**src/pkg/mpcs_consts.svh**
```systemverilog
`ifndef MPCS_CONSTS_SVH
`define MPCS_CONSTS_SVH

// Register byte addresses
`define MPCS_ADDR_OSC_CTRL    8'h20
`define MPCS_ADDR_PLL_CTRL    8'h2c
`define MPCS_ADDR_MCK_CFG     8'h30
`define MPCS_ADDR_PCK_BASE    8'h40
`define MPCS_ADDR_PCK_STEP    8'h04
`define MPCS_ADDR_IRQ_SET     8'h60
`define MPCS_ADDR_IRQ_CLR     8'h64
`define MPCS_ADDR_STATUS      8'h68
`define MPCS_ADDR_MASK_VIEW   8'h6c
`define MPCS_ADDR_EVENT       8'h70

// Shared flag layout of enable, disable, status, mask and event registers
`define MPCS_BIT_OSC_STABLE   0
`define MPCS_BIT_PLL_LOCK     2
`define MPCS_BIT_MCK_READY    3
`define MPCS_BIT_PCK0_READY   8
`define MPCS_FLAG_MASK        32'h0000070d

// Clock configuration fields
`define MPCS_CFG_SRC_LSB      0
`define MPCS_CFG_SRC_MSB      1
`define MPCS_CFG_PRESCALE_SELECT_LSB     2
`define MPCS_CFG_PRESCALE_SELECT_MSB     4
`define MPCS_CFG_RESET        5'h00
`define MPCS_PRESCALE_SELECT_RESERVED    3'h7

// Oscillator control fields
`define MPCS_OSC_EN_BIT       0
`define MPCS_OSC_BYP_BIT      1
`define MPCS_OSC_CNT_LSB      8
`define MPCS_OSC_CNT_MSB      15
`define MPCS_OSC_CNT_SHIFT    3
`define MPCS_OSC_RESET        32'h00000000

// PLL control wait field
`define MPCS_PLL_CNT_LSB      8
`define MPCS_PLL_CNT_MSB      13
`define MPCS_PLL_RESET        32'h00000000

// Divided-output ticks seen before a new clock counts as glitch-free
`define MPCS_SETTLE_TICKS     2'h2

`endif

```
**src/pkg/mpcs_pkg.sv**
```systemverilog
package mpcs_pkg;

  typedef enum logic [1:0] {
    MPCS_SRC_SLOW,
    MPCS_SRC_MAIN,
    MPCS_SRC_RSVD,
    MPCS_SRC_PLL
  } mpcs_src_e;

  typedef struct packed {
    logic [2:0] prescale_select;
    logic [1:0] clock_source_select;
  } mpcs_clk_cfg_s;

  typedef struct packed {
    logic slow;
    logic main;
    logic pll;
  } mpcs_ticks_s;

endpackage : mpcs_pkg

```
**src/logic/mpcs_clk_div.sv**
```systemverilog
`timescale 1ns/100ps
`include "mpcs_consts.svh"

module mpcs_clk_div
  import mpcs_pkg::*;
(
  input  wire logic          i_clk,     // System clock
  input  wire logic          i_reset_n, // Async reset, active low
  input  wire mpcs_clk_cfg_s i_cfg,     // Source and prescale
  input  wire mpcs_ticks_s   i_ticks,   // Source clock enables
  output logic               o_tick,    // Divided clock enable pulse
  output logic               o_ready    // Clock settled after change
);

  mpcs_clk_cfg_s cfg_prev;
  mpcs_clk_cfg_s next_cfg_prev;
  logic [5:0]    cnt;
  logic [5:0]    next_cnt;
  logic [1:0]    settle;
  logic [1:0]    next_settle;
  logic          next_tick;
  logic          next_ready;
  logic          src_tick;
  logic [5:0]    limit;

  always_comb begin
    case (i_cfg.clock_source_select)
      2'h0:    src_tick = i_ticks.slow;
      2'h1:    src_tick = i_ticks.main;
      2'h3:    src_tick = i_ticks.pll;
      default: src_tick = 1'b0;
    endcase
    limit = 6'((7'h01 << i_cfg.prescale_select) - 7'h01);
  end

  always_comb begin
    next_cfg_prev = i_cfg;
    next_cnt      = cnt;
    next_settle   = settle;
    next_tick     = 1'b0;
    next_ready    = o_ready;
    if (i_cfg != cfg_prev) begin
      // Restart from a clean phase so no runt pulse reaches the output
      next_cnt    = 6'h00;
      next_settle = 2'h0;
      next_ready  = 1'b0;
    end else if (src_tick && i_cfg.prescale_select != `MPCS_PRESCALE_SELECT_RESERVED) begin
      if (cnt >= limit) begin
        next_cnt  = 6'h00;
        next_tick = 1'b1;
        if (settle != `MPCS_SETTLE_TICKS) begin
          next_settle = 2'(settle + 2'h1);
        end
        if (settle == 2'(`MPCS_SETTLE_TICKS - 2'h1)) begin
          next_ready = 1'b1;
        end
      end else begin
        next_cnt = 6'(cnt + 6'h01);
      end
    end
  end

  always_ff @(posedge i_clk or negedge i_reset_n) begin
    if (!i_reset_n) begin
      cfg_prev <= `MPCS_CFG_RESET;
      cnt      <= 6'h00;
      settle   <= 2'h0;
      o_tick   <= 1'b0;
      o_ready  <= 1'b0;
    end else begin
      cfg_prev <= next_cfg_prev;
      cnt      <= next_cnt;
      settle   <= next_settle;
      o_tick   <= next_tick;
      o_ready  <= next_ready;
    end
  end

endmodule : mpcs_clk_div

```
**src/logic/mpcs_top.sv**
```systemverilog
// Function
// - The master clock source follows the two-bit source field: 00 slow, 01 main, 11 PLL, 10 reserved.
// - The selected master source is divided by 1, 2, 4, 8, 16, 32 or 64 for prescale codes 0 to 6; 7 is reserved.
// - Each programmable clock has its own register with a source field and a prescaler coded like the master one.
// - Three programmable clocks 0 to 2 exist, with ready flags at status bits 8, 9 and 10.
// - Writing one to an interrupt-enable bit enables that interrupt; a zero leaves it unchanged.
// - Writing one to an interrupt-disable bit disables that interrupt; a zero leaves it unchanged.
// - The mask view reads zero for an enabled interrupt and one for a disabled one.
// - Status bit 0 is one when the main oscillator is stable and zero otherwise.
// - Status bit 2 is one when the PLL is locked and zero otherwise.
// - Status bit 3 is one when the master clock is ready and zero otherwise.
// - Enable, disable, status and mask share one layout: bits 0, 2, 3 and 8 to 10, the rest unused.
// - After the PLL control register is written, lock sets only after the programmed slow clock count.
// - With the oscillator enabled, stable sets after the programmed count times 8 slow ticks; bypass sets it at once.
// - Clearing both oscillator enable and bypass clears the stable flag.
//
// The address-and-strobe port and the register offsets are this design's own decisions.
`timescale 1ns/100ps
`include "mpcs_consts.svh"

module mpcs_top
  import mpcs_pkg::*;
#(
  parameter int NUM_PCK = 3 // Programmable clock outputs
) (
  input  wire logic               i_clk,         // System clock, 40 MHz
  input  wire logic               i_reset_n,     // Async reset, active low
  input  wire logic [7:0]         i_addr,        // Register byte address
  input  wire logic [31:0]        i_wdata,       // Write data
  input  wire logic               i_wr,          // Write strobe
  input  wire logic               i_rd,          // Read strobe
  output logic      [31:0]        o_rdata,       // Read data, cycle after strobe
  input  wire logic               i_slow_tick,   // Slow clock enable
  input  wire logic               i_main_tick,   // Main clock enable
  input  wire logic               i_pll_tick,    // PLL clock enable
  output logic                    o_master_tick, // Master clock enable
  output logic      [NUM_PCK-1:0] o_prog_tick,   // Programmable clock enables
  output logic                    o_irq          // Interrupt, level
);

  localparam int NUM_DIV = NUM_PCK + 1;

  // Configuration registers; index 0 is the master clock
  mpcs_clk_cfg_s cfg      [NUM_DIV];
  mpcs_clk_cfg_s next_cfg [NUM_DIV];
  logic [31:0]   osc_ctrl;
  logic [31:0]   next_osc_ctrl;
  logic [31:0]   pll_ctrl;
  logic [31:0]   next_pll_ctrl;
  logic [31:0]   irq_en;
  logic [31:0]   next_irq_en;
  logic [31:0]   event_flags;
  logic [31:0]   next_event_flags;
  logic [31:0]   status_prev;
  logic [31:0]   next_rdata;
  logic          next_irq;

  // Start-up and lock timers
  logic [10:0]   osc_cnt;
  logic [10:0]   next_osc_cnt;
  logic          osc_run;
  logic          next_osc_run;
  logic          osc_stable;
  logic          next_osc_stable;
  logic [5:0]    pll_cnt;
  logic [5:0]    next_pll_cnt;
  logic          pll_run;
  logic          next_pll_run;
  logic          pll_lock;
  logic          next_pll_lock;

  logic [NUM_DIV-1:0] div_tick;
  logic [NUM_DIV-1:0] div_ready;
  logic [NUM_DIV-1:0] cfg_hit;
  logic               wr_osc;
  logic               wr_pll;
  logic               wr_event;
  logic [31:0]        status;
  mpcs_ticks_s        ticks;

  assign ticks = '{slow: i_slow_tick, main: i_main_tick, pll: i_pll_tick};

  // Write decodes shared by the timers and the event register
  assign wr_osc   = i_wr && (i_addr == `MPCS_ADDR_OSC_CTRL);
  assign wr_pll   = i_wr && (i_addr == `MPCS_ADDR_PLL_CTRL);
  assign wr_event = i_wr && (i_addr == `MPCS_ADDR_EVENT);

  genvar g;
  generate
    // One divider per clock; index 0 is the master, the rest the programmable outputs
    for (g = 0; g < NUM_DIV; g++) begin : g_div
      if (g == 0) begin : g_mck
        assign cfg_hit[g] = (i_addr == `MPCS_ADDR_MCK_CFG);
      end else begin : g_pck
        assign cfg_hit[g] = (i_addr == 8'(`MPCS_ADDR_PCK_BASE + (g - 1) * `MPCS_ADDR_PCK_STEP));
      end
      mpcs_clk_div u_div (
        .i_clk     (i_clk),
        .i_reset_n (i_reset_n),
        .i_cfg     (cfg[g]),
        .i_ticks   (ticks),
        .o_tick    (div_tick[g]),
        .o_ready   (div_ready[g])
      );
    end
  endgenerate

  always_comb begin
    status                        = 32'h00000000;
    status[`MPCS_BIT_OSC_STABLE]  = osc_stable;
    status[`MPCS_BIT_PLL_LOCK]    = pll_lock;
    status[`MPCS_BIT_MCK_READY]   = div_ready[0];
    status[`MPCS_BIT_PCK0_READY +: NUM_PCK] = div_ready[NUM_DIV-1:1];
  end

  // Configuration and interrupt enable registers
  always_comb begin
    next_osc_ctrl = osc_ctrl;
    next_pll_ctrl = pll_ctrl;
    next_irq_en   = irq_en;
    // Clock configuration addresses are matched per divider in the generate loop
    for (int i = 0; i < NUM_DIV; i++) begin
      next_cfg[i] = cfg[i];
      if (i_wr && cfg_hit[i]) begin
        next_cfg[i] = i_wdata[`MPCS_CFG_PRESCALE_SELECT_MSB:`MPCS_CFG_SRC_LSB];
      end
    end
    if (i_wr) begin
      case (i_addr)
        `MPCS_ADDR_OSC_CTRL: next_osc_ctrl = i_wdata;
        `MPCS_ADDR_PLL_CTRL: next_pll_ctrl = i_wdata;
        `MPCS_ADDR_IRQ_SET:  next_irq_en   = irq_en | (i_wdata & `MPCS_FLAG_MASK);
        `MPCS_ADDR_IRQ_CLR:  next_irq_en   = irq_en & ~(i_wdata & `MPCS_FLAG_MASK);
        default:             next_irq_en   = irq_en;
      endcase
    end
  end

  // Oscillator start-up and PLL lock timers
  always_comb begin
    next_osc_cnt    = osc_cnt;
    next_osc_run    = osc_run;
    next_osc_stable = osc_stable;
    if (wr_osc) begin
      if (i_wdata[`MPCS_OSC_BYP_BIT]) begin
        next_osc_run    = 1'b0;
        next_osc_stable = 1'b1;
      end else if (i_wdata[`MPCS_OSC_EN_BIT]) begin
        // Rewriting with the oscillator on restarts the wait
        next_osc_cnt    = 11'({i_wdata[`MPCS_OSC_CNT_MSB:`MPCS_OSC_CNT_LSB], 3'h0});
        next_osc_run    = 1'b1;
        next_osc_stable = 1'b0;
      end else begin
        next_osc_run    = 1'b0;
        next_osc_stable = 1'b0;
      end
    end else if (osc_run) begin
      if (osc_cnt == 11'h000) begin
        next_osc_run    = 1'b0;
        next_osc_stable = 1'b1;
      end else if (i_slow_tick) begin
        next_osc_cnt = 11'(osc_cnt - 11'h001);
      end
    end
  end

  always_comb begin
    next_pll_cnt  = pll_cnt;
    next_pll_run  = pll_run;
    next_pll_lock = pll_lock;
    if (wr_pll) begin
      next_pll_cnt  = i_wdata[`MPCS_PLL_CNT_MSB:`MPCS_PLL_CNT_LSB];
      next_pll_run  = 1'b1;
      next_pll_lock = 1'b0;
    end else if (pll_run) begin
      if (pll_cnt == 6'h00) begin
        next_pll_run  = 1'b0;
        next_pll_lock = 1'b1;
      end else if (i_slow_tick) begin
        next_pll_cnt = 6'(pll_cnt - 6'h01);
      end
    end
  end

  // Sticky rising-edge events, write one to clear; a new edge beats the clear
  always_comb begin
    next_event_flags = event_flags;
    if (wr_event) begin
      next_event_flags = event_flags & ~i_wdata;
    end
    next_event_flags = (next_event_flags | (status & ~status_prev)) & `MPCS_FLAG_MASK;
  end

  // Level interrupt from live flags, not from the sticky events
  always_comb begin
    next_irq = |(status & irq_en);
  end

  // Read mux; write-only registers and holes read as zero
  always_comb begin
    next_rdata = 32'h00000000;
    if (i_rd) begin
      case (i_addr)
        `MPCS_ADDR_OSC_CTRL:  next_rdata = osc_ctrl;
        `MPCS_ADDR_PLL_CTRL:  next_rdata = pll_ctrl;
        `MPCS_ADDR_MCK_CFG:   next_rdata = 32'(cfg[0]);
        `MPCS_ADDR_STATUS:    next_rdata = status;
        `MPCS_ADDR_MASK_VIEW: next_rdata = ~irq_en & `MPCS_FLAG_MASK;
        `MPCS_ADDR_EVENT:     next_rdata = event_flags;
        default: begin
          for (int i = 1; i < NUM_DIV; i++) begin
            if (cfg_hit[i]) begin
              next_rdata = 32'(cfg[i]);
            end
          end
        end
      endcase
    end
  end

  // Configuration and enable state
  always_ff @(posedge i_clk or negedge i_reset_n) begin
    if (!i_reset_n) begin
      for (int i = 0; i < NUM_DIV; i++) begin
        cfg[i] <= `MPCS_CFG_RESET;
      end
      osc_ctrl <= `MPCS_OSC_RESET;
      pll_ctrl <= `MPCS_PLL_RESET;
      irq_en   <= 32'h00000000;
    end else begin
      for (int i = 0; i < NUM_DIV; i++) begin
        cfg[i] <= next_cfg[i];
      end
      osc_ctrl <= next_osc_ctrl;
      pll_ctrl <= next_pll_ctrl;
      irq_en   <= next_irq_en;
    end
  end

  // Oscillator start-up timer
  always_ff @(posedge i_clk or negedge i_reset_n) begin
    if (!i_reset_n) begin
      osc_cnt    <= 11'h000;
      osc_run    <= 1'b0;
      osc_stable <= 1'b0;
    end else begin
      osc_cnt    <= next_osc_cnt;
      osc_run    <= next_osc_run;
      osc_stable <= next_osc_stable;
    end
  end

  // PLL lock timer
  always_ff @(posedge i_clk or negedge i_reset_n) begin
    if (!i_reset_n) begin
      pll_cnt  <= 6'h00;
      pll_run  <= 1'b0;
      pll_lock <= 1'b0;
    end else begin
      pll_cnt  <= next_pll_cnt;
      pll_run  <= next_pll_run;
      pll_lock <= next_pll_lock;
    end
  end

  // Previous status is kept so that only rising edges set an event
  always_ff @(posedge i_clk or negedge i_reset_n) begin
    if (!i_reset_n) begin
      event_flags <= 32'h00000000;
      status_prev <= 32'h00000000;
    end else begin
      event_flags <= next_event_flags;
      status_prev <= status;
    end
  end

  // Interrupt level, one cycle behind flags and enables
  always_ff @(posedge i_clk or negedge i_reset_n) begin
    if (!i_reset_n) begin
      o_irq <= 1'b0;
    end else begin
      o_irq <= next_irq;
    end
  end

  // Read data; zero outside the cycle after a read strobe
  always_ff @(posedge i_clk or negedge i_reset_n) begin
    if (!i_reset_n) begin
      o_rdata <= 32'h00000000;
    end else begin
      o_rdata <= next_rdata;
    end
  end

  // Enables are re-registered so every output leaves a flip-flop, at one cycle of latency
  always_ff @(posedge i_clk or negedge i_reset_n) begin
    if (!i_reset_n) begin
      o_master_tick <= 1'b0;
      o_prog_tick   <= '0;
    end else begin
      o_master_tick <= div_tick[0];
      o_prog_tick   <= div_tick[NUM_DIV-1:1];
    end
  end

endmodule : mpcs_top

```
**config.mk**
```make
export PLATFORM = sky130hd
export DESIGN_NAME = mpcs_top
export DESIGN_NICKNAME = d
export VERILOG_FILES = /design/src/pkg/mpcs_pkg.sv /design/src/logic/mpcs_clk_div.sv /design/src/logic/mpcs_top.sv
export VERILOG_INCLUDE_DIRS = /design/src /design/src/pkg
export SDC_FILE = /design/constraint.sdc
export NUM_CORES = 1
export LEC_CHECK = 0
export BUFFER_PORTS_ARGS = -buffer_cell sky130_fd_sc_hd__buf_2
export CAP_MARGIN = 20
export CORE_UTILIZATION = 50
export CTS_CLUSTER_DIAMETER = 60
export DETAILED_ROUTE_END_ITERATION = 6
export GPL_ROUTABILITY_DRIVEN = 0
export PLACE_DENSITY_LB_ADDON = 0.05
export SETUP_SLACK_MARGIN = 0.05
export SYNTH_ARGS = -nofsm -noshare
export SYNTH_HDL_FRONTEND = slang
export SYNTH_SLANG_ARGS = --single-unit
```
**constraint.sdc**
```tcl
create_clock -name i_clk -period 5.1 [get_ports i_clk]
set_input_delay 0.765 -clock i_clk [delete_from_list [all_inputs] [get_ports i_clk]]
set_output_delay 0.765 -clock i_clk [all_outputs]
set_load 0.05 [all_outputs]
```
==> results.md <==
- Post_cts resized: 0
- HPWL Detailed: between 15000 and 20000 um
- Gr usage total: between 20% and 30%
- CP bufs+invs: 0
- Row cnt: 53
- Clk sinks: 220
- Register-to-Register Path Depth: 10
- Final hold vios: 0
- Synth unique cells: between 60 and 70
- Seq. cell area: 5510 um^2
- Hold Crit Class: flip-flop to flip-flop
- Post-synth EDFFs: 0
- Layout area overhead: 13.3%
- Critical path's slowest cell: or4_1
- Width of the die: around 150 um
- Drt drc: 0
- Share of cells above drive strength 1: around 18%
- Yosys top cell area share: approximately half
- Die Ht: between 100 and 150 um
- Setup TNS: 0 ns
- CTS buffer count: 26
- Worst-Margin Slew: roughly 0.93 ns
- Setup crit start kind: flip-flop
- Core ar.: around 21000 um^2
- Biggest area consumer among synthesized cells: dfrtp_1
- Crit Path Class: flip-flop to flip-flop
- Nets: approximately 1200
- Final Skew: 0.0130 ns
- Largest net degree at the start of global routing: roughly 130
- CTS H-tree lvls: 1
- Multi-input logic area: between 4000 and 5000 um^2
- Setup crit end kind: flip-flop
- RSZ-0062 raised after global routing: false
- Leakage: 5.84 nW
- Hold path depth: 0
- Mapped Cells: ~1000
- CP top delay family: simple AND/OR/NAND/NOR gates
- CTS tree: done
- YS warnings: 0
- Total gr overflow: 0
- Fillers: approximately 1800
- Most common cell in the synthesized netlist: dfrtp_1
- Avg Cell Area, Syn: ~10 um^2
- Slew Viols, Final: 0
- Cts hold-fix bufs: 0
- Initial drt markers: 396
- Worst skew pair latency: between 0.5 and 0.6 ns
- MaxCap Viol Count: 0
- DR vias: 7777
- Pwr Density: roughly 380 nW/um^2
- Critical Path AT: ~3.7 ns
- Crit path time final: ~3.3 ns
- ANT nets after route: 0
- Vias per inst: approximately 5.6
- # IOs: 84
- Drt wl/cell: 17.2 um
- Max incr delay on CP: 0.52 ns
- Worst EP required: between 5 and 6 ns
- CTS max path bufs: 3
- Number of global-route vias before repair: approximately 7500
- Buffers inserted by post-CTS timing repair: 0
- Post-synth top cells: 220 x dfrtp_1, 169 x nand2_1, 49 x nand3_1, 43 x ha_1, 41 x mux2_2
- Largest cells by area after synthesis: dfrtp_1 51%, nand2_1 5.9%, ha_1 5.0%
- Outcome: completed
- Tcrit/Tclk final: roughly 64%
- Antenna fix cells: 0
- CP max FO: 11
- CTS Root Cell: clkbuf_16
- Final setup vio count: 0
- Initial DRT Pass Iterations: 5
- Register bit count reported by yosys: 220
- CP cell instances: or3_1 -> ha_1 -> nor3_1 -> a21oi_1 -> o21a_1 -> ha_1 -> a21o_1 -> a221o_1 -> or4_1 -> a31oi_1
- WP depth: 10
- Global-route wire length before repair: a little under 40000 um
- Syn Std Cell Area: about 11000 um^2
- Port bufs: slightly above 80
- Sequential cell area fraction in the yosys report: between 50% and 60%
- Most frequent CP cell: ha_1
- Full die area: approximately 22000 um^2
- Max IR drop VDD: roughly 0.25 mV
- Top FF cell, synth: dfrtp_1
- Syn nets: ~1100
- Overall power: around 4.6 mW
- Initial Utilization: between 50% and 60%
- Max transition margin: 37.7%
- Initial antenna violation count: 1
- Max Clk Rate: between 300 and 400 MHz
- Synth async-reset ratio: 100%
- Worst-path clk slew: around 0.06 ns
- Routed wire length: 23900 um
-- layout make-up --
type                       count  area share [%]
sequential                   220            45.3
multi-input combinational    723            39.7
clock buffer                  38            6.40
timing repair buffer          91            4.10
tap                          275            2.83
inverter                      38            1.17
clock inverter                 9           0.464
-- state kept, by name, summed over array words and instances (netlist names), 3 cells and up, named ones only --
name / count
o_rdata: 32
osc_ctrl: 32
pll_ctrl: 32
g_div.u_div.cnt: 24
cfg: 20
g_div.u_div.cfg_prev: 20
osc_cnt: 11
g_div.u_div.settle: 8
event_flags: 6
pll_cnt: 6
status_prev: 6
g_div.u_div.o_ready: 4
g_div.u_div.o_tick: 4
o_prog_tick: 3
-- routing by layer --
metal / routed length [um] / track usage, % / up-vias
met2: 11200 / 37.0 / 135
met1: 11300 / 31.9 / 3813
met5: 0 / 0 / -
li1: - / - / 3799
met3: 1010 / 3.53 / 30
met4: 407 / 4.69 / 0
-- path summary, 6_finish.rpt --
kind	startpoint	to	slack (ns)
max	cfg[4]	g_div[3].u_div.cnt[3]	1.83
min	g_div[0].u_div.o_tick	o_master_tick	0.35
max reg2reg	cfg[4]	g_div[3].u_div.cnt[3]	1.83
min reg2reg	g_div[0].u_div.o_tick	o_master_tick	0.35
max in group asynchronous	i_reset_n	pll_ctrl[6]	3.67
min in group asynchronous	i_reset_n	g_div[2].u_div.cnt[0]	0.36
-- through the flow --
stage / util [%] / cells / hold WS, ns / setup slack [ns] / cell area, um^2
global route: 57.8 / 1394 / 0.357 / 1.61 / 12100
finish: 57.8 / 1394 / 0.347 / 1.83 / 12100
floorplan: - / 1033 / 0.331 / 1.84 / 10700
CTS: 57.8 / 1394 / 0.351 / 1.82 / 12100
detailed placement: 53.8 / 1347 / 0.339 / 1.81 / 11300
global placement: 53.8 / 1347 / 0.334 / 1.84 / 11300
-- placed cells by master (no fill, tap or decap), types with 6 or more instances in the layout --
cell       count
clkinv_2       6
xor2_1         9
a22o_1        12
or2_2          7
or4_1         12
a21oi_1       39
a211oi_1       6
nor2_1        39
a21o_1         9
nor3_1        26
xnor2_1       19
a22oi_1       33
nand2_1      169
dfrtp_1      220
o21ai_0       26
ha_1          43
nor2b_1       37
mux2i_1        7
clkbuf_16     27
mux2_1        19
clkbuf_8       6
inv_1         38
or3_1          9
nand3_1       49
a31oi_1       23
buf_2         82
and3_1         6
buf_4          7
mux2_2        41
-- report_power, final --
part / switching [mW] / internal (mW)
clock network: 0.725 / 1.06
registers: 0.150 / 1.92
logic: 0.463 / 0.309
-- cell families (layout without fill, tap and decap cells) --
logic type	count (synthesis)	in the layout	share of synthesized area, %
buf+inv	90	176	3.68
simple gates	393	393	18.4
mux	67	67	6.96
xor+xnor	28	28	2.29
flops	220	220	51.4
compound gates	192	192	12.3
fa+ha+maj	43	43	5.02
(Power assumes the default switching activity.)
